**config.mk**
```make
export PLATFORM = sky130hd
export DESIGN_NAME = psc_ctrl
export DESIGN_NICKNAME = d
export VERILOG_FILES = /design/src/design/psc_pkg.sv /design/src/design/psc_ctrl.sv
export SDC_FILE = /design/constraint.sdc
export NUM_CORES = 1
export LEC_CHECK = 0
export ABC_AREA = 1
export BUFFER_PORTS_ARGS = -buffer_cell sky130_fd_sc_hd__buf_4
export CAP_MARGIN = 20
export CELL_PAD_IN_SITES_DETAIL_PLACEMENT = 0
export CELL_PAD_IN_SITES_GLOBAL_PLACEMENT = 2
export CORE_MARGIN = 3
export CORE_UTILIZATION = 33
export DETAILED_ROUTE_END_ITERATION = 12
export GPL_ROUTABILITY_DRIVEN = 0
export PLACE_DENSITY_LB_ADDON = 0.1
export SYNTH_ARGS = -nofsm -noshare
export SYNTH_HDL_FRONTEND = slang
export SYNTH_SLANG_ARGS = --single-unit
```
**constraint.sdc**
```tcl
create_clock -name pclk -period 2.9 [get_ports pclk]
set_input_delay 0.435 -clock pclk [delete_from_list [all_inputs] [get_ports pclk]]
set_output_delay 0.435 -clock pclk [all_outputs]
set_load 0.005 [all_outputs]
```
**src/design/psc_pkg.sv**
```systemverilog
package psc_pkg;

    // ------------------------------------------------------------
    // Register map (byte addresses, one aligned word each)
    // ------------------------------------------------------------
    localparam logic [11:0] PSC_OUTPUT_CONFIG_ADDR = 12'h000;
    localparam logic [11:0] PSC_RUN_CONTROL_ADDR = 12'h004;
    localparam logic [11:0] PSC_MODULE_INPUT0_ADDR = 12'h008;
    localparam logic [11:0] PSC_MODULE_INPUT1_ADDR = 12'h00C;
    localparam logic [11:0] PSC_MODULE_INPUT2_ADDR = 12'h010;
    localparam logic [11:0] PSC_INTERRUPT_MASK_ADDR = 12'h014;
    localparam logic [11:0] PSC_INTERRUPT_FLAGS_ADDR = 12'h018;

    // ------------------------------------------------------------
    // Field positions
    // ------------------------------------------------------------
    localparam int PSC_B_POL_BIT = 3;
    localparam int PSC_A_POL_BIT = 2;
    localparam int PSC_RUN_BIT = 0;
    localparam int PSC_CCYC_BIT = 1;
    localparam int PSC_SWAP_LSB = 2;
    localparam int PSC_CLKSEL_BIT = 5;
    localparam int PSC_DIV_LSB = 6;
    localparam int PSC_MODE_LSB = 0;
    localparam int PSC_AOC_BIT = 3;
    localparam int PSC_FILT_BIT = 4;
    localparam int PSC_LEV_BIT = 5;
    localparam int PSC_ISEL_BIT = 6;
    localparam int PSC_OVEN_BIT = 7;
    localparam int PSC_EOC_BIT = 0;
    localparam int PSC_EV_LSB = 1;

    // ------------------------------------------------------------
    // Reset values, masks and timing
    // ------------------------------------------------------------
    localparam logic [7:0] PSC_REG_RESET = 8'h00;
    localparam logic [7:0] PSC_CONFIG_MASK = 8'h0C;
    localparam logic [7:0] PSC_IRQ_MASK = 8'h0F;
    localparam int PSC_FILTER_SAMPLES = 4;
    localparam logic [7:0] PSC_DIV4_LAST = 8'h03;
    localparam logic [7:0] PSC_DIV32_LAST = 8'h1F;
    localparam logic [7:0] PSC_DIV256_LAST = 8'hFF;

    // ------------------------------------------------------------
    // Carriers
    // ------------------------------------------------------------
    typedef struct packed {
        logic [2:0] a;
        logic [2:0] b;
    } psc_outs_t;

    typedef struct packed {
        logic [7:0] output_config;
        logic [7:0] run_control;
        logic [2:0][7:0] module_input_control;
        logic [7:0] interrupt_mask;
        logic [7:0] interrupt_flags;
        logic [7:0] div_count;
        logic [2:0][PSC_FILTER_SAMPLES-1:0] samples;
        logic [2:0] filtered;
        logic halted_fault;
        logic running;
        logic [31:0] prdata;
    } psc_state_t;

endpackage : psc_pkg

```
**src/design/psc_ctrl.sv**
```systemverilog
// The register offsets and the APB slave port were chosen for this implementation.
`timescale 1ns/1ps

module psc_ctrl
(
    // APB clock and reset.
    input wire logic pclk,
    input wire logic presetn,
    // APB slave.
    input wire logic psel,
    input wire logic penable,
    input wire logic pwrite,
    input wire logic [11:0] paddr,
    input wire logic [31:0] pwdata,
    input wire logic [3:0] pstrb,
    output logic [31:0] prdata,
    output logic pready,
    output logic pslverr,
    // Clock sources for the waveform core.
    input wire logic clk_pll_tick,
    input wire logic clk_io_tick,
    // Waveform core side.
    input wire psc_pkg::psc_outs_t core_active,
    input wire logic core_cycle_end,
    output logic core_tick,
    output logic core_run,
    output logic [2:0] overlap_protect_off,
    // Fault sources.
    input wire logic [2:0] fault_input_pin,
    input wire logic [2:0] comparator_out,
    // Power stage pins.
    output psc_pkg::psc_outs_t module_out,
    // Interrupt request.
    output logic irq
);
    import psc_pkg::*;

    // ------------------------------------------------------------
    // State
    // ------------------------------------------------------------
    psc_state_t st; // Registered state.
    psc_state_t next_st; // Next state.
    logic wr_en; // Write access phase.
    logic rd_en; // Read setup phase.
    logic mapped; // Address hits a register.
    logic src_tick; // Selected input clock tick.
    logic [7:0] div_last; // Terminal count of prescaler.
    logic [2:0] raw_in; // Selected fault inputs.
    logic [2:0] fault_evt; // Significant fault events per module.
    logic [2:0] kill_a; // A outputs disabled.
    logic [2:0] kill_b; // B outputs disabled.
    logic kill_all; // All outputs disabled.
    logic halt_req; // Fault asks for a halt.
    logic [3:0] set_flags; // Hardware flag sets.
    logic [3:0] clr_flags; // Software flag clears.
    psc_outs_t gated; // Outputs after fault gating and swap.

    // Decode: is this a known register address?
    function automatic logic psc_hit(input logic [11:0] a);
        psc_hit = (a == PSC_OUTPUT_CONFIG_ADDR) || (a == PSC_RUN_CONTROL_ADDR) ||
                  (a == PSC_MODULE_INPUT0_ADDR) || (a == PSC_MODULE_INPUT1_ADDR) ||
                  (a == PSC_MODULE_INPUT2_ADDR) || (a == PSC_INTERRUPT_MASK_ADDR) ||
                  (a == PSC_INTERRUPT_FLAGS_ADDR);
    endfunction : psc_hit

    // ------------------------------------------------------------
    // Bus decode
    // ------------------------------------------------------------
    // The slave answers in the first access cycle; no wait states.
    assign pready = 1'b1;
    assign mapped = psc_hit(paddr);
    assign pslverr = psel && penable && !mapped;
    assign wr_en = psel && penable && pwrite && pstrb[0] && mapped;
    // Read data is loaded in the setup cycle so that it stands at the access edge.
    assign rd_en = psel && !penable && !pwrite;
    assign prdata = st.prdata;

    // ------------------------------------------------------------
    // Clock source and prescaler
    // ------------------------------------------------------------
    // The selected source tick feeds a divider; code 00 passes it straight.
    always_comb
    begin
        src_tick = st.run_control[PSC_CLKSEL_BIT] ? clk_pll_tick : clk_io_tick;
        unique case (st.run_control[PSC_DIV_LSB +: 2])
            2'b00: div_last = 8'h00;
            2'b01: div_last = PSC_DIV4_LAST;
            2'b10: div_last = PSC_DIV32_LAST;
            2'b11: div_last = PSC_DIV256_LAST;
        endcase
    end
    assign core_tick = src_tick && (st.div_count == div_last) && st.running;
    assign core_run = st.running;

    // ------------------------------------------------------------
    // Fault input path, one copy per module
    // ------------------------------------------------------------
    genvar gi;
    generate
        for (gi = 0; gi < 3; gi++)
        begin : g_fault
            // Pin or comparator, then the level that counts as the event.
            assign raw_in[gi] = st.module_input_control[gi][PSC_ISEL_BIT] ? comparator_out[gi]
                                                                         : fault_input_pin[gi];
            assign fault_evt[gi] = (st.module_input_control[gi][PSC_FILT_BIT] ? st.filtered[gi]
                                                                             : raw_in[gi])
                                   == st.module_input_control[gi][PSC_LEV_BIT];
            assign overlap_protect_off[gi] = st.module_input_control[gi][PSC_OVEN_BIT];
        end
    endgenerate

    // ------------------------------------------------------------
    // Fault response
    // ------------------------------------------------------------
    // Mode decoding per module; only active events with a non-ignore mode act.
    always_comb
    begin
        kill_a = 3'b000;
        kill_b = 3'b000;
        kill_all = 1'b0;
        halt_req = 1'b0;
        for (int i = 0; i < 3; i++)
        begin
            // With async control clear fault_evt (raw, or filtered if the filter bit is set) gates the pins at once;
            // with it set only the registered filter-domain event acts.
            logic act;
            act = st.module_input_control[i][PSC_AOC_BIT] ? st.filtered[i] == st.module_input_control[i][PSC_LEV_BIT]
                                                          : fault_evt[i];
            unique case (st.module_input_control[i][PSC_MODE_LSB +: 3])
                3'b000: ;
                3'b001: kill_a[i] = act;
                3'b010: kill_b[i] = act;
                3'b011:
                begin
                    kill_a[i] = act;
                    kill_b[i] = act;
                end
                3'b100, 3'b101: kill_all = kill_all | act;
                3'b110, 3'b111: halt_req = halt_req | act;
            endcase
        end
    end

    // ------------------------------------------------------------
    // Output stage
    // ------------------------------------------------------------
    // Gating then swap, then polarity; inactive level is the inverse of active.
    always_comb
    begin
        for (int i = 0; i < 3; i++)
        begin
            logic ga;
            logic gb;
            ga = core_active.a[i] && st.running && !kill_a[i] && !kill_all;
            gb = core_active.b[i] && st.running && !kill_b[i] && !kill_all;
            gated.a[i] = st.run_control[PSC_SWAP_LSB + i] ? gb : ga;
            gated.b[i] = st.run_control[PSC_SWAP_LSB + i] ? ga : gb;
            module_out.a[i] = st.output_config[PSC_A_POL_BIT] ? gated.a[i] : !gated.a[i];
            module_out.b[i] = st.output_config[PSC_B_POL_BIT] ? gated.b[i] : !gated.b[i];
        end
    end

    // ------------------------------------------------------------
    // Flags and interrupt
    // ------------------------------------------------------------
    // Any mode other than ignore makes the event able to fault the module.
    always_comb
    begin
        set_flags[PSC_EOC_BIT] = core_cycle_end && st.running;
        for (int i = 0; i < 3; i++)
            set_flags[PSC_EV_LSB + i] = fault_evt[i] &&
                (st.module_input_control[i][PSC_MODE_LSB +: 3] != 3'b000);
        clr_flags = (wr_en && paddr == PSC_INTERRUPT_FLAGS_ADDR) ? pwdata[3:0] : 4'h0;
    end
    assign irq = |(st.interrupt_flags[3:0] & st.interrupt_mask[3:0]);

    // ------------------------------------------------------------
    // Next state
    // ------------------------------------------------------------
    always_comb
    begin
        next_st = st;
        // Register writes.
        if (wr_en)
        begin
            unique case (paddr)
                PSC_OUTPUT_CONFIG_ADDR: next_st.output_config = pwdata[7:0] & PSC_CONFIG_MASK;
                PSC_RUN_CONTROL_ADDR: next_st.run_control = pwdata[7:0];
                PSC_MODULE_INPUT0_ADDR: next_st.module_input_control[0] = pwdata[7:0];
                PSC_MODULE_INPUT1_ADDR: next_st.module_input_control[1] = pwdata[7:0];
                PSC_MODULE_INPUT2_ADDR: next_st.module_input_control[2] = pwdata[7:0];
                PSC_INTERRUPT_MASK_ADDR: next_st.interrupt_mask = pwdata[7:0] & PSC_IRQ_MASK;
                default: ;
            endcase
        end
        // Set wins over a clear in the same cycle.
        next_st.interrupt_flags = {4'h0, (st.interrupt_flags[3:0] & ~clr_flags) | set_flags};
        // Prescaler counter advances on source ticks while running.
        if (!st.running)
            next_st.div_count = 8'h00;
        else if (src_tick)
            next_st.div_count = (st.div_count == div_last) ? 8'h00 : st.div_count + 8'h01;
        // Input noise canceller: shift and change only on all-equal samples.
        for (int i = 0; i < 3; i++)
        begin
            next_st.samples[i] = {st.samples[i][PSC_FILTER_SAMPLES-2:0], raw_in[i]};
            if (&st.samples[i])
                next_st.filtered[i] = 1'b1;
            else if (~|st.samples[i])
                next_st.filtered[i] = 1'b0;
        end
        // Fault halt holds until software rewrites the run control register.
        if (halt_req)
            next_st.halted_fault = 1'b1;
        else if (wr_en && paddr == PSC_RUN_CONTROL_ADDR)
            next_st.halted_fault = 1'b0;
        // Run and halt, with optional completion of the cycle.
        if (halt_req || st.halted_fault)
            next_st.running = 1'b0;
        else if (st.run_control[PSC_RUN_BIT])
            next_st.running = 1'b1;
        else if (!st.run_control[PSC_CCYC_BIT] || core_cycle_end || !st.running)
            next_st.running = 1'b0;
        // Registered read data.
        next_st.prdata = 32'h0000_0000;
        if (rd_en)
        begin
            unique case (paddr)
                PSC_OUTPUT_CONFIG_ADDR: next_st.prdata[7:0] = st.output_config;
                PSC_RUN_CONTROL_ADDR: next_st.prdata[7:0] = st.run_control;
                PSC_MODULE_INPUT0_ADDR: next_st.prdata[7:0] = st.module_input_control[0];
                PSC_MODULE_INPUT1_ADDR: next_st.prdata[7:0] = st.module_input_control[1];
                PSC_MODULE_INPUT2_ADDR: next_st.prdata[7:0] = st.module_input_control[2];
                PSC_INTERRUPT_MASK_ADDR: next_st.prdata[7:0] = st.interrupt_mask;
                PSC_INTERRUPT_FLAGS_ADDR: next_st.prdata[7:0] = st.interrupt_flags;
                default: ;
            endcase
        end
    end

    // ------------------------------------------------------------
    // State register
    // ------------------------------------------------------------
    always_ff @(posedge pclk or negedge presetn)
    begin
        if (!presetn)
            st <= '0;
        else
            st <= next_st;
    end
endmodule : psc_ctrl

```
# Word-level counts from Yosys, hierarchy flattened
# Cells that the tools add are included.
# op_classes
addsub	1
eq_ne	41
n_mux	52
bitwise_logic	8
n_reduce_logical	92
# op_table
operator	n
8-bit case mux with 7 select lines	1
1-bit 2-to-1 mux	45
12-bit by 5-bit == test with 1-bit output (second input constant)	3
3-bit == test (second input constant)	12
1-bit logical AND	33
8-bit 2-to-1 mux	4
8-bit case mux with 4 select lines	1
12-bit by 4-bit == test with 1-bit output (second input constant)	2
2-bit OR reduction	12
3-bit by 2-bit == test with 1-bit output (second input constant)	6
1-bit logical NOT	18
4-bit OR reduction	4
12-bit by 3-bit == test with 1-bit output (second input constant)	1
12-bit logical NOT	1
2-bit AND reduction	6
4-bit AND reduction	3
3-bit nonzero test	4
3-bit by 1-bit == test with 1-bit output (second input constant)	3
1-bit logical OR	9
8-bit by 1-bit adder with 8-bit output (second input constant)	1
4-bit AND	2
8-bit == test	1
1-bit == test	6
2-bit inequality test (second input constant)	3
9 further kinds	13
# word_totals
ff_bits	75
input_bits	68
output_inout_bits	46

# Logic depth before layout (Yosys ltp)
# logic_depth
depth_word	14
depth_mapped	14

# Worst setup path after synthesis
# No wires, ideal clock.
# synth_path
kind	input port to output port
startpoint	input port comparator_out[0]
endpoint	output port module_out[3] (netlist name)
arrival_ps	1495
required_time_ps	2465
setup_slack_ps	970
cell_stages	13
n_path_buf	1
path_cell_list	nand2_1 > nand3_1 > nand2_1 > nand2_1 > nand3_1 > nand3_1 > nand2_1 > nor2_1 > buf_4 > nand3_1 > nand2_1 > nand2_1 > nand2_1
# synth_rtl
item	line_no	rtl
start: declaration	psc_ctrl.sv:30	input wire logic [2:0] comparator_out,
end: declaration	psc_ctrl.sv:32	output psc_pkg::psc_outs_t module_out,

==> reports/summary.log <==
[sta] final-layout setup total negative slack 0 ns
[sta] Hold Fails Final Rpt 0
[grt] sum of overflow across all layers after global routing 0
[clock_network] latest clock arrival within the worst-skew pair 0.34 ns
[yosys] most repeated cell in the gate-level netlist after synthesis sky130_fd_sc_hd__nand2_1
[detailed_routing] count of nets left with antenna violations after detail routing 0
[status] run status complete, no violations
[sta] worst clock skew 0.0109 ns
[sta] post-route setup slack 0.276 ns
[setup_path] endpoint of the worst register-to-register path st[56]
[cells_and_area] number of antenna diodes 0
[clock_network] # resized after CTS 0
[floorplanning] Die X 121 um
[setup_path] Arrival @ worst endpoint 2.19 ns
[clock_network] buffer cell driving the clock tree root sky130_fd_sc_hd__clkbuf_16
[clock_network] CTS tree done
[clock_network] largest buffer count on any clock path 2
[detailed_routing] first-iteration detailed-routing DRC count 219
[sta] Hold Slack 0.241 ns
[cells_and_area] area used by sequential logic in the layout 1880 um^2
[sta] total setup violations reported at the end of the flow 0
[detailed_routing] average vias per placed instance 4.63
[yosys] library cells used by synthesis 37
[detailed_routing] total number of vias 3,620
[setup_path] R2R setup slack 1.13 ns
[sta] setup repair after global routing missed its margin false
[cells_and_area] final design instance area without fill 5160 um^2
[sta] final-report max-slew violation count 0
[setup_path] endpoint required time on the critical path 2.47 ns
[clock_network] clock slew at the register clock pins of the worst setup and hold paths 0.06 ns
[power] largest vdd supply drop 0.000208 V
[clock_network] hold buffer count at CTS 0
[yosys] fraction of synthesized cell area taken by the top area cell type 42.8%
[cells_and_area] final net count 676
[grt] antenna violations before repair 0
[power] Design Power 2430 uW
[cells_and_area] layout cell share with drive strength beyond 1 20.3%
[setup_path] kind of end point of the critical path output pin
[floorplanning] # rows 41
[yosys] Async SR Flop Fraction 100%
[yosys] commonest cells in the netlist sky130_fd_sc_hd__nand2_1 (130), sky130_fd_sc_hd__inv_1 (78), sky130_fd_sc_hd__dfrtp_1 (75)
[yosys] share of synthesized area occupied by flip-flops and latches 42.8%
[placement] setup slack after placement 0.512 ns
[yosys] flop and latch count out of synthesis 75
[placement] detailed-placement wirelength estimate 8.79 mm
[cells_and_area] footprint of the multi-input gates 1970 um^2
[floorplanning] IO Pins 114
[cells_and_area] growth of design area from synthesis to finish 17.6%
[flow_run] max-cap violations 0
[cells_and_area] # fillers 1,361
[floorplanning] Core Region 12,800 um^2
[detailed_routing] detailed-route wire length 11.7 mm
[sta] measured slew at the worst slew-check pin 0.949 ns
[power] Pleak 0.00253 uW
[clock_network] number of H-tree branching levels 3
[detailed_routing] DRC viols 0
[placement] post-place instance area 4830 um^2
[sta] Max-slew headroom 36.7%
[grt] pin count of the biggest net entering global routing 76
[clock_network] clock sink total 75
[grt] number of global-route vias before repair 3,565
[setup_path] critical path type reg2out
[yosys] largest cells by area after synthesis sky130_fd_sc_hd__dfrtp_1 (43%), sky130_fd_sc_hd__nand2_1 (11%), sky130_fd_sc_hd__inv_1 (6.7%)
[floorplanning] die outline area 14,700 um^2
[floorplanning] DIE HEIGHT 121 um
[setup_path] Critical Path Fanout Max 6
[sta] minimum period implied by the final worst setup slack 2.62 ns
[yosys] Synth Cell Area 4390 um^2
[yosys] count of synthesis-stage warnings from yosys 0
[setup_path] number of cells on the worst reg-to-reg path 7
[yosys] leading area contributor after synthesis sky130_fd_sc_hd__dfrtp_1
[detailed_routing] wire length per cell 14.9 um
[detailed_routing] number of iterations in the first detailed-routing pass 5
[grt] first-pass GRT wire length 18.8 mm
[clock_network] CTS Buf Count 9
[min_path] worst hold-check path type in2async
[yosys] Syn Area/Cell 7.96 um^2
[yosys] Top FF cell, synth sky130_fd_sc_hd__dfrtp_1
[setup_path] r2r startpoint st[52]
[power] pwr/cell area 471 nW/um^2
[setup_path] CP startpoint kind flop
[floorplanning] initial core utilization 34.2%
[yosys] number of enable-type register cells in the synthesized netlist 0
[clock_network] buffer count from post-CTS setup fixing 0
[grt] GRT Resource Usage Total 16.8%
[sta] Fmax achieved 0.381 GHz
[placement] number of port buffers 61
[yosys] post-synthesis instance total 551
[sta] portion of the clock cycle consumed by the worst path in the final layout 90.5%
-- cell type report --
cell class	count	share of cell area (%)
Clock buffer	10	4.63
Clock inverter	4	1.48
Inverter	82	5.97
Multi-Input combinational cell	375	38.1
Sequential cell	75	36.4
Tap cell	172	4.17
Timing Repair Buffer	64	9.27
-- flip-flops by register name (all words and copies together), names as in the netlist --
signal,count
prdata,8
core_run,1
st,54
next_st,9
overlap_protect_off,3
-- worst max path at each step --
| stage | start | end | slack, ns | depth (start not counted) |
|---|---|---|---|---|
| 4_1_cts | st[79] | module_out[5] | 0.23 | 15 |
| 3_5_place_dp | comparator_out[0] | module_out[5] | 0.51 | 14 |
| 3_3_place_gp | comparator_out[0] | module_out[5] | 0.53 | 14 |
| 6_report | st[79] | module_out[2] | 0.28 | 15 |
| 5_1_grt | st[79] | module_out[1] | 0.02 | 15 |
| 2_1_floorplan | comparator_out[0] | module_out[3] | 0.97 | 13 |
-- cell families (layout without fill, tap and decap cells) --
| kind of cell | count (synthesis) | after routing | share of synthesized area [%] |
|---|---|---|---|
| other | 2 | 25 | 0.171 |
| adders and majority gates | 1 | 1 | 0.285 |
| DFF | 75 | 75 | 42.8 |
| AOI/OAI and AO/OA | 83 | 83 | 12.1 |
| and+or+nand+nor | 263 | 263 | 29.5 |
| buffers and inverters | 124 | 160 | 14.5 |
| xor gates and xnor gates | 3 | 3 | 0.599 |
-- placed cells by master (no fill, tap or decap), drive strengths merged, types with 10 or more instances in the layout --
cell,Yosys,layout
nand2,140,140
inv,82,82
dfrtp,75,75
buf,41,64
nand3,58,58
o21ai,51,51
nor2,43,43
conb,2,25
nor3,12,12
o22ai,10,10
clkbuf,1,10
-- power breakdown --
group | switching, uW | leakage, uW | internal, uW
combinational | 87.3 | 0.00137 | 50.9
clock | 448 | 0.000151 | 769
sequential | 12.7 | 0.00101 | 1060
-- critical path, stage by stage, from the launching register on --
cell and delay (ns):
sky130_fd_sc_hd__dfrtp_1 0.39, sky130_fd_sc_hd__inv_1 0.08, sky130_fd_sc_hd__nand2_1 0.07, sky130_fd_sc_hd__nand3_1 0.11
sky130_fd_sc_hd__nand2_1 0.06, sky130_fd_sc_hd__nand2_1 0.11, sky130_fd_sc_hd__nand3_2 0.11, sky130_fd_sc_hd__nand3_1 0.09
sky130_fd_sc_hd__nand2_1 0.07, sky130_fd_sc_hd__nor2_2 0.17, sky130_fd_sc_hd__buf_2 0.19, sky130_fd_sc_hd__nand3_1 0.10
sky130_fd_sc_hd__nand2_1 0.08, sky130_fd_sc_hd__nand2_1 0.04, sky130_fd_sc_hd__nand2_1 0.06, sky130_fd_sc_hd__buf_4 0.10
-- layer usage --
metal | part of all wire, % | vias to the layer above | GRT usage [%]
met2 | 46 | 88 | 26.5
met5 | 0 | - | 0
met3 | 4.5 | 17 | 2.89
met1 | 47 | 1674 | 23.1
met4 | 2.0 | 0 | 6.58
li1 | - | 1841 | -
-- metrics by stage --
step / utilization, % / std cells
3_5_place_dp: 37.7 / 767
3_3_place_gp: 37.7 / 767
4_1_cts: 40.1 / 781
6_report: 40.2 / 782
2_1_floorplan: - / 574
5_1_grt: 40.2 / 782
Note: power is estimated with default switching activity, not from simulation.
